--- src/inc/clksyn_defines.svh ---
`ifndef CLKSYN_DEFINES_SVH
`define CLKSYN_DEFINES_SVH
// apb byte offsets
`define CS_OFF_CTRL 8'h00
`define CS_OFF_B7 8'h04
`define CS_OFF_B9 8'h08
`define CS_OFF_CLKEN 8'h0C
`define CS_OFF_TRI 8'h10
`define CS_OFF_DIV 8'h14
`define CS_OFF_WDLOAD 8'h18
`define CS_OFF_WDKICK 8'h1C
`define CS_OFF_STATUS 8'h20
`define CS_OFF_ISTAT 8'h24
`define CS_OFF_IMASK 8'h28
// ctrl, byte 7 and byte 9 fields
`define CS_CTRL_SOFT 0
`define CS_CTRL_FS_LO 1
`define CS_CTRL_ASYNC 5
`define CS_CTRL_SPR_LO 6
`define CS_CTRL_WDEN 8
`define CS_CTRL_DIVEN 9
`define CS_B7_INTC_FAST 3
`define CS_B9_HOST1_STOP 6
// interrupt bits
`define CS_IRQ_WDOG 0
`define CS_IRQ_RSTDONE 1
// reset values
`define CS_CLKEN_RST 10'h3FF
`define CS_WDLOAD_RST 16'hFFFF
`define CS_HALF_INIT 8'h08
`define CS_REF_HALF 8'h07
// timing
`define CS_PCLK_NS 10
`define CS_TICK_NS 1000
`define CS_RST_PULSE_NS 4000000
`define CS_SETTLE_CYC 4
`endif

--- src/inc/clksyn_pkg.sv ---
package clksyn_pkg;
	// one-hot power-up sequence
	typedef enum logic [2:0]
	{
		CS_ST_WAIT = 3'b001,
		CS_ST_LATCH = 3'b010,
		CS_ST_RUN = 3'b100
	} clksyn_state_t;
	// spread modes
	typedef enum logic [1:0]
	{
		CS_SPR_OFF = 2'h0,
		CS_SPR_C50 = 2'h1,
		CS_SPR_C25 = 2'h2,
		CS_SPR_DN50 = 2'h3
	} clksyn_spread_t;
endpackage

--- src/hw/clksyn_top.sv ---
// The register addresses and the APB register port were chosen for this implementation.
`timescale 1ns/1ps
`include "clksyn_defines.svh"
// Contract
// watchdog expiry drives open-drain reset low for one 4 ms pulse
// watchdog expiry returns all clocks to the latched hardware select; divisor enable and trim stay as programmed
// select bits sampled from dual pins at power-up, then pins drive clocks
// sixteen frequency settings indexed by the four-bit select value
// frequency changes step gradually without glitches
// host clock 0 true and complement pair, stopped by host stop input
// host clock 1 ignores host stop while byte 9 bit 6 is zero
// interrupt-controller clock is 16.7 or 33 MHz by byte 7 bit 3
// memory clock sync or async to host, same phase as host clocks
// free bus clock keeps running, not gated by bus stop
// spread modes: centre 0.5%, centre 0.25%, down 0 to 0.5%; code adds one pclk per half period below sweep 16, 8 or 31
// per-output enable bits and tri-state or normal output mode
// step-less programming by trim plus graphics and bus divisors
// power-down low stops all clock outputs
// memory, graphics and bus stop inputs gate only their own group
// gating starts and ends only while the output is low
module clksyn_top
#(
	parameter int NCLK = 10,
	parameter int TICK_CYC = `CS_TICK_NS / `CS_PCLK_NS,
	parameter int RST_PULSE_CYC = `CS_RST_PULSE_NS / `CS_PCLK_NS
)
(
	input wire logic pclk, // 100 MHz clock
	input wire logic presetn, // async reset
	input wire logic psel, // apb select
	input wire logic penable, // apb enable
	input wire logic pwrite, // apb direction
	input wire logic [7:0] paddr, // apb byte address
	input wire logic [31:0] pwdata, // apb write data
	output logic [31:0] prdata, // apb read data
	output logic pready, // apb ready
	output logic pslverr, // apb error
	output logic irq, // level interrupt
	input wire logic host_clk_halt_n, // host clock stop pin
	input wire logic mem_clk_halt_n, // memory clock stop pin
	input wire logic gfx_clock_halt_n, // graphics clock stop pin
	input wire logic bus_clk_halt_n, // bus clock stop pin
	input wire logic power_down_n, // power down pin
	input wire logic [3:0] freq_sel_i, // dual pins, input side
	output logic [3:0] freq_sel_o, // dual pins, output side
	output logic [3:0] freq_sel_oe, // dual pins, enable
	output logic host_clk0_true, // host clock 0
	output logic host_clk0_comp, // host clock 0 complement
	output logic host_clk1_true, // host clock 1
	output logic mem_clk_out, // memory clock
	output logic intc_clk_out, // interrupt-controller clock
	output logic [1:0] gfx_clk_out, // graphics clocks
	output logic bus_clk_free, // free running bus clock
	output logic [3:0] bus_clk_out, // gated bus clocks
	output logic [9:0] clk_oe, // per output drive enable
	output logic sys_reset_o, // open-drain reset, output
	output logic sys_reset_oe // open-drain reset, enable
);
	import clksyn_pkg::*;

	localparam int NSYNC = 9;
	localparam int TW = $clog2(TICK_CYC + 1);
	localparam int RW = $clog2(RST_PULSE_CYC + 1);
	// output slots: 0 host0 1 host1 2 mem 3 intc 4,5 gfx
	// 6 bus free 7 bus1 8 bus group 9 ref
	localparam logic [9:0] SPR_MASK = 10'h1C7;

	logic [NSYNC-1:0] pin_raw;
	logic [NSYNC-1:0] s1_q, s2_q, s3_q, pin_q;
	clksyn_state_t st_q;
	logic [2:0] settle_q;
	logic [3:0] hw_fs_q;
	logic run;
	logic [31:0] ctrl_q, b7_q, b9_q, div_q;
	logic [9:0] clken_q, tri_q;
	logic [15:0] wdload_q, wdcnt_q;
	logic [1:0] istat_q, imask_q, ev;
	logic wr, rd, kick;
	logic [TW-1:0] tick_cnt_q;
	logic tick;
	logic wd_exp;
	logic [RW-1:0] rst_cnt_q;
	logic rst_act_q, rst_done;
	logic [4:0] tri_pos_q;
	logic tri_up_q;
	logic [4:0] depth;
	logic stretch;
	logic [3:0] fs;
	logic [15:0] ratio;
	logic [7:0] tgt [NCLK];
	logic [NCLK-1:0] want, ph_q, gate_q, out_q;
	logic comp_q, comp_gate_q;

	// pins from outside pass four flops
	assign pin_raw = {freq_sel_i, power_down_n, bus_clk_halt_n,
		gfx_clock_halt_n, mem_clk_halt_n, host_clk_halt_n};
	generate
		for (genvar k = 0; k < NSYNC; k++)
		begin : g_sync
			always_ff @(posedge pclk or negedge presetn)
			begin
				if (!presetn)
				begin
					// idle high, so no false stop right after reset
					s1_q[k] <= 1'b1;
					s2_q[k] <= 1'b1;
					s3_q[k] <= 1'b1;
					pin_q[k] <= 1'b1;
				end
				else
				begin
					s1_q[k] <= pin_raw[k];
					s2_q[k] <= s1_q[k];
					s3_q[k] <= s2_q[k];
					// a change counts once stages two and three agree
					if (s2_q[k] == s3_q[k])
						pin_q[k] <= s3_q[k];
				end
			end
		end
	endgenerate

	// power-up latch of the select straps, then pins turn to outputs
	always_ff @(posedge pclk or negedge presetn)
	begin
		if (!presetn)
		begin
			st_q <= CS_ST_WAIT;
			settle_q <= 3'h0;
			hw_fs_q <= 4'h0;
		end
		else
		begin
			case (st_q)
				CS_ST_WAIT:
				begin
					settle_q <= settle_q + 3'h1;
					if (settle_q == 3'(`CS_SETTLE_CYC))
						st_q <= CS_ST_LATCH;
				end
				CS_ST_LATCH:
				begin
					hw_fs_q <= pin_q[8:5];
					st_q <= CS_ST_RUN;
				end
				default: st_q <= CS_ST_RUN;
			endcase
		end
	end
	assign run = (st_q == CS_ST_RUN);

	// apb: zero wait states, unmapped addresses answer with an error
	assign pready = 1'b1;
	assign wr = psel && penable && pwrite;
	assign rd = psel && penable && !pwrite;
	assign kick = wr && (paddr == `CS_OFF_WDKICK);
	always_comb
	begin
		prdata = 32'h0;
		pslverr = 1'b0;
		if (paddr == `CS_OFF_CTRL)
			prdata = ctrl_q;
		else if (paddr == `CS_OFF_B7)
			prdata = b7_q;
		else if (paddr == `CS_OFF_B9)
			prdata = b9_q;
		else if (paddr == `CS_OFF_CLKEN)
			prdata = {22'h0, clken_q};
		else if (paddr == `CS_OFF_TRI)
			prdata = {22'h0, tri_q};
		else if (paddr == `CS_OFF_DIV)
			prdata = div_q;
		else if (paddr == `CS_OFF_WDLOAD)
			prdata = {16'h0, wdload_q};
		else if (paddr == `CS_OFF_WDKICK)
			prdata = {16'h0, wdcnt_q};
		else if (paddr == `CS_OFF_STATUS)
			prdata = {25'h0, ctrl_q[`CS_CTRL_SOFT], rst_act_q, run, hw_fs_q};
		else if (paddr == `CS_OFF_ISTAT)
			prdata = {30'h0, istat_q};
		else if (paddr == `CS_OFF_IMASK)
			prdata = {30'h0, imask_q};
		else
			pslverr = psel && penable;
	end

	// control registers; expiry drops back to the strap select
	always_ff @(posedge pclk or negedge presetn)
	begin
		if (!presetn)
		begin
			ctrl_q <= 32'h0;
			b7_q <= 32'h0;
			b9_q <= 32'h0;
			clken_q <= `CS_CLKEN_RST;
			tri_q <= 10'h0;
			div_q <= 32'h0;
			wdload_q <= `CS_WDLOAD_RST;
			imask_q <= 2'h0;
		end
		else
		begin
			if (wr && paddr == `CS_OFF_CTRL)
				ctrl_q <= {22'h0, pwdata[9:0]};
			if (wr && paddr == `CS_OFF_B7)
				b7_q <= {24'h0, pwdata[7:0]};
			if (wr && paddr == `CS_OFF_B9)
				b9_q <= {24'h0, pwdata[7:0]};
			if (wr && paddr == `CS_OFF_CLKEN)
				clken_q <= pwdata[9:0];
			if (wr && paddr == `CS_OFF_TRI)
				tri_q <= pwdata[9:0];
			if (wr && paddr == `CS_OFF_DIV)
				div_q <= {12'h0, pwdata[19:0]};
			if (wr && paddr == `CS_OFF_WDLOAD)
				wdload_q <= pwdata[15:0];
			if (wr && paddr == `CS_OFF_IMASK)
				imask_q <= pwdata[1:0];
			if (wd_exp)
				ctrl_q[`CS_CTRL_SOFT] <= 1'b0;
		end
	end

	// 1 us tick shared by watchdog and spread profile
	always_ff @(posedge pclk or negedge presetn)
	begin
		if (!presetn)
			tick_cnt_q <= '0;
		else if (tick)
			tick_cnt_q <= '0;
		else
			tick_cnt_q <= tick_cnt_q + 1'b1;
	end
	assign tick = (tick_cnt_q == TW'(TICK_CYC - 1));

	// watchdog in us ticks; a kick or a disable reloads it
	always_ff @(posedge pclk or negedge presetn)
	begin
		if (!presetn)
			wdcnt_q <= `CS_WDLOAD_RST;
		else if (kick || !ctrl_q[`CS_CTRL_WDEN] || wd_exp)
			wdcnt_q <= wdload_q;
		else if (tick)
			wdcnt_q <= wdcnt_q - 16'h1;
	end
	assign wd_exp = ctrl_q[`CS_CTRL_WDEN] && tick && wdcnt_q == 16'h0
		&& !kick;

	// single low pulse; a second expiry inside it restarts the count
	always_ff @(posedge pclk or negedge presetn)
	begin
		if (!presetn)
		begin
			rst_act_q <= 1'b0;
			rst_cnt_q <= '0;
		end
		else if (wd_exp)
		begin
			rst_act_q <= 1'b1;
			rst_cnt_q <= '0;
		end
		else if (rst_act_q)
		begin
			rst_cnt_q <= rst_cnt_q + 1'b1;
			if (rst_done)
				rst_act_q <= 1'b0;
		end
	end
	assign rst_done = rst_act_q && rst_cnt_q == RW'(RST_PULSE_CYC - 1);
	assign sys_reset_o = 1'b0;
	assign sys_reset_oe = rst_act_q;

	// sticky events, write one to clear, a new event beats the clear
	assign ev = {rst_done, wd_exp};
	always_ff @(posedge pclk or negedge presetn)
	begin
		if (!presetn)
			istat_q <= 2'h0;
		else if (wr && paddr == `CS_OFF_ISTAT)
			istat_q <= (istat_q & ~pwdata[1:0]) | ev;
		else
			istat_q <= istat_q | ev;
	end
	assign irq = |(istat_q & imask_q);

	// triangular profile; depth sets how often a period is stretched
	always_ff @(posedge pclk or negedge presetn)
	begin
		if (!presetn)
		begin
			tri_pos_q <= 5'h0;
			tri_up_q <= 1'b1;
		end
		else if (tick)
		begin
			tri_pos_q <= tri_up_q ? tri_pos_q + 5'h1 : tri_pos_q - 5'h1;
			if (tri_pos_q == 5'h1E && tri_up_q)
				tri_up_q <= 1'b0;
			else if (tri_pos_q == 5'h01 && !tri_up_q)
				tri_up_q <= 1'b1;
		end
	end
	// limitation: one pclk of stretch is far coarser than 0.5%, so the
	// modes only differ in how much of the sweep is stretched
	always_comb
	begin
		case (clksyn_spread_t'(ctrl_q[`CS_CTRL_SPR_LO +: 2]))
			CS_SPR_C50: depth = 5'h10;
			CS_SPR_C25: depth = 5'h08;
			CS_SPR_DN50: depth = 5'h1F;
			default: depth = 5'h00;
		endcase
	end
	assign stretch = tri_pos_q < depth;

	// ratio table {host, mem, bus, gfx}, one entry per select value
	assign fs = ctrl_q[`CS_CTRL_SOFT] ? ctrl_q[`CS_CTRL_FS_LO +: 4]
		: hw_fs_q;
	always_comb
	begin
		case (fs)
			4'h0: ratio = 16'h6626;
			4'h1: ratio = 16'h4436;
			4'h2: ratio = 16'h3358;
			4'h3: ratio = 16'h3346;
			4'h4: ratio = 16'h6426;
			4'h5: ratio = 16'h4636;
			4'h6: ratio = 16'h4336;
			4'h7: ratio = 16'h3446;
			4'h8: ratio = 16'h3335;
			4'h9: ratio = 16'h3346;
			4'hA: ratio = 16'h3346;
			4'hB: ratio = 16'h2255;
			4'hC: ratio = 16'h6326;
			4'hD: ratio = 16'h4348;
			4'hE: ratio = 16'h2355;
			default: ratio = 16'h3458;
		endcase
	end

	// half periods in pclk cycles; trim scales like a slower oscillator
	always_comb
	begin
		logic [7:0] trim, bus_h;
		trim = {5'h0, div_q[18:16]};
		bus_h = 8'(ratio[15:12] * ratio[7:4]);
		if (ctrl_q[`CS_CTRL_DIVEN])
			bus_h = div_q[15:8];
		tgt[0] = {4'h0, ratio[15:12]} + trim;
		tgt[1] = tgt[0];
		// sync mode follows host ratio, async uses memory ratio
		tgt[2] = (ctrl_q[`CS_CTRL_ASYNC] ? {4'h0, ratio[11:8]}
			: {4'h0, ratio[15:12]}) + trim;
		tgt[3] = b7_q[`CS_B7_INTC_FAST] ? bus_h + trim
			: 8'((bus_h + trim) << 1);
		tgt[4] = (ctrl_q[`CS_CTRL_DIVEN] ? div_q[7:0]
			: {4'h0, ratio[3:0]}) + trim;
		tgt[5] = tgt[4];
		tgt[6] = bus_h + trim;
		tgt[7] = tgt[6];
		tgt[8] = tgt[6];
		tgt[9] = `CS_REF_HALF;
	end

	// gating wishes per slot
	always_comb
	begin
		logic pd;
		pd = pin_q[4];
		want[0] = pin_q[0];
		want[1] = b9_q[`CS_B9_HOST1_STOP] ? pin_q[0] : 1'b1;
		want[2] = pin_q[1];
		want[3] = 1'b1;
		want[4] = pin_q[2];
		want[5] = pin_q[2];
		want[6] = 1'b1;
		want[7] = pin_q[3];
		want[8] = pin_q[3];
		want[9] = 1'b1;
		want = want & clken_q & {NCLK{pd}};
	end

	// all generators start together, so host and memory share phase
	generate
		for (genvar i = 0; i < NCLK; i++)
		begin : g_clk
			logic [7:0] cnt_q, half_q;
			logic [7:0] lim;
			assign lim = half_q - 8'h1 + ((SPR_MASK[i] && stretch)
				? 8'h1 : 8'h0);
			always_ff @(posedge pclk or negedge presetn)
			begin
				if (!presetn)
				begin
					cnt_q <= 8'h0;
					half_q <= `CS_HALF_INIT;
					ph_q[i] <= 1'b0;
				end
				else if (run && cnt_q >= lim)
				begin
					cnt_q <= 8'h0;
					ph_q[i] <= ~ph_q[i];
					// one cycle step per period, never a jump
					if (ph_q[i] && half_q < tgt[i])
						half_q <= half_q + 8'h1;
					else if (ph_q[i] && half_q > tgt[i] && half_q > 8'h1)
						half_q <= half_q - 8'h1;
				end
				else if (run)
					cnt_q <= cnt_q + 8'h1;
			end
			// the gate only moves during the low half, no runt pulses
			always_ff @(posedge pclk or negedge presetn)
			begin
				if (!presetn)
					gate_q[i] <= 1'b0;
				else if (!ph_q[i])
					gate_q[i] <= want[i];
			end
			always_ff @(posedge pclk or negedge presetn)
			begin
				if (!presetn)
					out_q[i] <= 1'b0;
				else
					out_q[i] <= ph_q[i] & gate_q[i];
			end
		end
	endgenerate

	// complement has its own gate, moved only while the complement is low
	always_ff @(posedge pclk or negedge presetn)
	begin
		if (!presetn)
			comp_gate_q <= 1'b0;
		else if (ph_q[0])
			comp_gate_q <= want[0];
	end

	// complement stops low together with the true output
	always_ff @(posedge pclk or negedge presetn)
	begin
		if (!presetn)
			comp_q <= 1'b0;
		else
			comp_q <= ~ph_q[0] & comp_gate_q & run;
	end

	assign host_clk0_true = out_q[0];
	assign host_clk0_comp = comp_q;
	assign host_clk1_true = out_q[1];
	assign mem_clk_out = out_q[2];
	assign intc_clk_out = out_q[3];
	assign gfx_clk_out = out_q[5:4];
	assign bus_clk_free = out_q[6];
	assign bus_clk_out = {out_q[8], out_q[8], out_q[8], out_q[7]};
	assign clk_oe = run ? ~tri_q : 10'h0;
	// strap pins stay undriven until the select has been captured
	assign freq_sel_o = {out_q[7], out_q[6], out_q[9], out_q[9]};
	assign freq_sel_oe = run ? {~tri_q[7], ~tri_q[6], ~tri_q[9], ~tri_q[9]}
		: 4'h0;
endmodule

--- config.mk ---
export PLATFORM = sky130hd
export DESIGN_NAME = clksyn_top
export DESIGN_NICKNAME = d
export VERILOG_FILES = /design/src/inc/clksyn_pkg.sv /design/src/hw/clksyn_top.sv
export VERILOG_INCLUDE_DIRS = /design/src /design/src/inc
export SDC_FILE = /design/constraint.sdc
export NUM_CORES = 1
export LEC_CHECK = 0
export ABC_AREA = 0
export BUFFER_PORTS_ARGS = -buffer_cell sky130_fd_sc_hd__buf_2
export CAP_MARGIN = 10
export CORE_ASPECT_RATIO = 0.7
export CORE_MARGIN = 3
export CORE_UTILIZATION = 50
export DETAILED_ROUTE_END_ITERATION = 6
export GPL_TIMING_DRIVEN = 0
export PLACE_DENSITY = 0.68
export SLEW_MARGIN = 25
export SYNTH_ARGS = -nofsm -noshare
export SYNTH_HDL_FRONTEND = slang
export SYNTH_SLANG_ARGS = --single-unit
--- constraint.sdc ---
create_clock -name pclk -period 7.55 [get_ports pclk]
set_clock_uncertainty 0.1 [all_clocks]
set_input_delay 0.755 -clock pclk [delete_from_list [all_inputs] [get_ports pclk]]
set_output_delay 0.755 -clock pclk [all_outputs]
set_load 0.005 [all_outputs]
* Word-level counts from Yosys, hierarchy flattened
Memories as Yosys holds them, arrays and structs flattened. Index checks and enable logic that the tools add are counted.
Cells by class: muxes and demuxes 88, $lt $le $gt $ge 41, eq/ne operators 31, $add $sub $neg 46, reductions and logical operators 101, $mul 1, bitwise gates (word level) 33
Operator list (number):
- $mux W8 | 43
- $add A8 B1 Y8 const B | 20
- $mux W32 | 5
- $ge A8 B8 Y1 | 10
- $gt A8 B1 Y1 const B | 10
- $sub A8 B1 Y8 const B | 10
- $mux W16 | 4
- $logic_and A1 B1 Y1 | 58
- $gt A8 B8 Y1 | 6
- $lt A8 B8 Y1 | 6
- $reduce_bool A2 Y1 | 24
- $add A8 B8 Y8 | 5
- $mux W19 | 2
- $eq A8 B5 Y1 const B | 4
- $eq A8 B6 Y1 const B | 3
- $gt A8 B5 Y1 | 3
- $lt A8 B5 Y1 | 3
- $reduce_and A2 Y1 | 11
- $and A10 B10 Y10 | 2
- $mux W1 | 20
- $mux W20 | 1
- $add A19 B1 Y19 const B | 1
- $eq A19 B19 Y1 const B | 1
- $add A8 B3 Y8 | 2
- 41 further kinds | 87
Storage, ports and cells: bits of input ports 54, output and inout port bits 67, memories kept 1, bits in read-only memories 208, bits in registers 373, logic and storage cells 449
Memories:
- (no name shown) | depth 16, bits a word 13, read ports 1, clocked after memory_dff 0, wr ports 0, RTL line clksyn_top.sv:321 | case (fs)

* Depth between registers and ports, before layout
depth in word-level cells 12, gate-level depth with buffers 28, mapped depth without buffers 26

* Worst setup path after synthesis
OpenSTA, ideal clock, no wires.
kind register -> register, from register ctrl_q[0], to register g_clk[6].half_q[7], path buffers 1, clock period less this slack 6.524 ns, data required time 7.329 ns, slack 1.026 ns, arrival 6.302 ns, cell stages (with the launch flop) 27, setup time 0.121 ns, path through dfrtp_1 > clkbuf_1 > mux2i_1 > inv_1 > ha_1 > nand2_1 > o211ai_1 > o21ai_0 > a21boi_0 > ha_1 > ha_1 > ha_1 > mux2_2 > ha_1 > a21oi_1 > nor3_1 > nand3_1 > xnor2_1 > ha_1 > a31o_2 > a21oi_1 > o21ai_0 > maj3_1 > a211oi_4 > nor2_1 > o21ba_2 > o22a_1
On the way: cells in the longest elaborated chain, start to end 10, elaborated cells between the ends (all ways) 13, classes of those cells add/sub (1); mul (1); order compare (2); mux (3); reduce/logical (5); memory (1)
RTL lines:
- from (decl) | RTL line clksyn_top.sv:74 | logic [31:0] ctrl_q, b7_q, b9_q, div_q;
- from (signal assigned) | RTL line clksyn_top.sv:204 | ctrl_q <= {22'h0, pwdata[9:0]};
- $mux W4 * | RTL line clksyn_top.sv:317 | assign fs = ctrl_q[`CS_CTRL_SOFT] ? ctrl_q[`CS_CTRL_FS_LO +: 4]
- $mem_v2 Z16 W13 *
- $mul A4 B4 Y8 * | RTL line clksyn_top.sv:346 | bus_h = 8'(ratio[15:12] * ratio[7:4]);
- $mux W8 * | RTL line clksyn_top.sv:347 | if (ctrl_q[`CS_CTRL_DIVEN])
- $add A8 B3 Y8 * | RTL line clksyn_top.sv:359 | tgt[6] = bus_h + trim;
- $gt A8 B8 Y1 | RTL line clksyn_top.sv:406 | else if (ph_q[i] && half_q > tgt[i] && half_q > 8'h1)
- $logic_and A1 B1 Y1 (2 in series) | RTL line clksyn_top.sv:406
- $reduce_bool A2 Y1 (no line)
- $reduce_and A2 Y1 (no line)
- to (signal assigned) | RTL line clksyn_top.sv:396 | half_q <= `CS_HALF_INIT;
- to (signal assigned) | RTL line clksyn_top.sv:405 | half_q <= half_q + 8'h1;
- to (signal assigned) | RTL line clksyn_top.sv:407 | half_q <= half_q - 8'h1;
- to (decl) | RTL line clksyn_top.sv:387 | logic [7:0] cnt_q, half_q;
Mark *: on every way between the ends. The rest lies on a longest branch, timed or not. A chain may end at the register's enable or synchronous reset.

* Worst setup path after layout
from register ctrl_q[0], to register g_clk[6].half_q[4]
The elaborated chain is that of the path after synthesis.

==> impl_results.md <==
- Drt via density: 5.85
- Via count: 20000
- Initial antenna violation count: 3
- Post-route DRC: 0
- Reg clk slew, reported paths: 0.06 ns
- Kind of critical path: reg2reg
- Worst IR Drop VDD: roughly 0.13 mV
- Sequential area share after synthesis: around two fifths
- First-pass DRT Iterations: 6
- Yosys Warn Count: 0
- Worst Hold Margin: between 0.15 and 0.2 ns
- GRT overflow: 0
- Register Area: 9450 µm²
- WP data arrival: roughly 7.5 ns
- Outcome: complete, no violations
- Slew @ Worst Pin: 1.01 ns
- Row count: 67
- Period Utilization, post-route: a little over nine tenths
- Max Clock Freq: between 100 and 150 MHz
- Synth area leaders: dfrtp_1 29%, ha_1 12%, dfstp_2 9.7%
- Final Setup Violations: 0
- Pleak: 12.8 nW
- Nets: 3014
- Pre-CTS setup slack: -0.452 ns
- Initial Util: 50.8%
- Wire per inst: 18.5 µm
- Layout cell share with drive strength beyond 1: 15.8%
- Synth Flop Type: dfrtp_1
- Pin count of the biggest net entering global routing: 83
- CTS tree: done
- Clock Sink Count: 373
- Cell Area, Synth: 24400 µm²
- Slew margin rel.: approximately a third
- Setup TNS: 0 ns
- Cell family with most CP delay: adder cells
- RePlAce Congestion: 0.935
- PortBufs: 93
- Top-area cell type share of the netlist area: between 20% and 30%
- Die Area: 51500 µm²
- Clock latency on the worst-skew pair: 0.56 ns
- Synth Register Bits: 373
- Final-report max-slew violation count: 0
- Worst setup EP type: register
- Post-route setup slack: slightly below 0.4 ns
- Worst min-delay path class: in2reg
- Area leader, netlist: dfrtp_1
- CP peak stage delay: 0.55 ns
- WL final: roughly 63000 µm
- Vias in the first global route: ~19000
- Syn Inst Count: 2569
- Placeable core area: around 48000 µm²
- WP data required: 7.86 ns
- # diodes: 0
- Number of synthesized flops with an enable pin: 0
- Worst Path Buf+Inv: 1
- CP most frequent cell: ha_1
- H-tree lvl count: 2
- Post-layout util: between 50% and 60%
- Unique masters post-synth: 82
- CTS Root Cell: clkbuf_16
- Fillcell total: 4178
- DRT iter0 DRCs: around 1800
- Total track usage: 23.9%
- Io pins: 121
- Area added between synthesis and finish: 12.2%
- Startpoint types: register
- Asr flop ratio synth: 100%
- ANT nets after route: 0
- Max clock buf depth: 3
- CTS Buf Count: just over 40
- Maxcap violations: 0
- Final Hold Fails: 0
- Hpwl dp: 46500 µm
- Min Clock Period, post-route: 7.15 ns
- Pwr dens: about 160 nW/µm²
- Peak fanout along the critical path: 9
- Slowest CP cell: dfrtp_2
- Total Power: 4.33 mW
- Global-route wire length before repair: 101000 µm
- Post-Syn Area per Cell: 9.49 µm²
- DIE HEIGHT: 191 µm
- Multi-input logic area: 14100 µm²
- DIE WIDTH: 270 µm
-- Yosys cell counts, drive strengths merged, types with 12 or more instances --
library cell / n
xnor2: 121
nor4: 20
o31ai: 15
mux2: 111
xor2: 74
buf: 33
nor2b: 45
or3: 18
mux2i: 34
a21o: 30
clkbuf: 87
a22o: 12
inv: 101
dfrtp: 283
ha: 229
nor2: 179
a22oi: 15
and3: 39
dfstp: 90
o22a: 14
a211oi: 12
nand3: 90
o21a: 19
a222oi: 21
nor3: 73
o21ai: 193
nand4: 34
nand2b: 53
a21oi: 128
and2: 22
nor3b: 12
or2: 15
nand2: 228
-- final cells by class --
class	instances	share of cell area, %
multi-input cells	1987	51.7
flip-flops and latches	373	34.5
clock buffers	58	4.13
well taps	655	3.00
repair buffers	103	2.39
plain buffers	119	2.00
inverters	101	1.39
clock inverters	18	0.901
-- final timing paths --
path	start	endpoint	slack, ns	depth (start not counted)
hold reg to reg	s1_q[2]$_DFF_PN1_	s2_q[2]$_DFF_PN1_	0.25	0
max in group asynchronous	presetn	s3_q[7]$_DFF_PN1_	5.24	5
setup / recovery	ctrl_q[0]$_DFFE_PN0P_	g_clk[6].half_q[4]$_DFFE_PN0P_	0.40	25
setup reg to reg	ctrl_q[0]$_DFFE_PN0P_	g_clk[6].half_q[4]$_DFFE_PN0P_	0.40	25
hold / removal	bus_clk_halt_n	s1_q[3]$_DFF_PN1_	0.20	1
min in group asynchronous	presetn	g_clk[8].cnt_q[6]$_DFFE_PN0P_	0.59	2
-- stage by stage --
stage | instance area, µm² | instances
after global routing | 27400 | 3414
after global placement | 25700 | 3329
after floorplan | 24400 | 2581
after detailed placement | 25900 | 3334
after CTS | 27300 | 3410
final | 27400 | 3414
-- cells by family after synthesis --
kind of cell,share of synthesized area (%)
flops,38.7
xor+xnor,7.19
compound gates,13.8
buf+inv,3.80
fa+ha+maj,12.6
other cells,0.0308
mux,6.52
simple gates,17.4
-- layout by cell type (no fill, tap or decap), drive strengths merged, types with 8 or more instances in the layout --
cell    instances
dfrtp         283
ha            229
nand2         228
o21ai         193
nor2          179
clkbuf        144
buf           135
a21oi         128
xnor2         121
mux2          111
inv           105
nand3          90
dfstp          90
xor2           74
nor3           73
nand2b         53
nor2b          45
and3           39
nand4          34
mux2i          34
a21o           30
and2           22
a222oi         21
nor4           20
o21a           19
or3            18
o31ai          15
or2            15
a22oi          15
o22a           14
conb           14
nor3b          12
a22o           12
a211oi         12
o211ai         11
maj3           11
nand3b          8
-- state kept, by name, indices dropped and copies added (netlist names), 16 cells and up --
signal / cells
g_clk.cnt_q: 80
g_clk.half_q: 80
div_q: 20
rst_cnt_q: 19
wdcnt_q: 16
wdload_q: 16
-- power breakdown --
part	internal, mW	switching (mW)
clock	1.23	0.868
sequential	2.04	0.0213
combinational	0.0676	0.114
-- routing by layer --
metal	track usage, %	part of all wire, %
met5	0	0
met3	4.31	7.0
met2	36.0	43
met4	5.61	2.3
met1	35.8	48
-- repair_timing --
item,in CTS,in global routing
buffers inserted,0,4
hold endpoints to repair,33,0
hold buffers,1,0
resized for setup,4,6
endpoints found under the setup margin,22,23
pin swaps,0,2
Power figures use the tool's default switching activity.
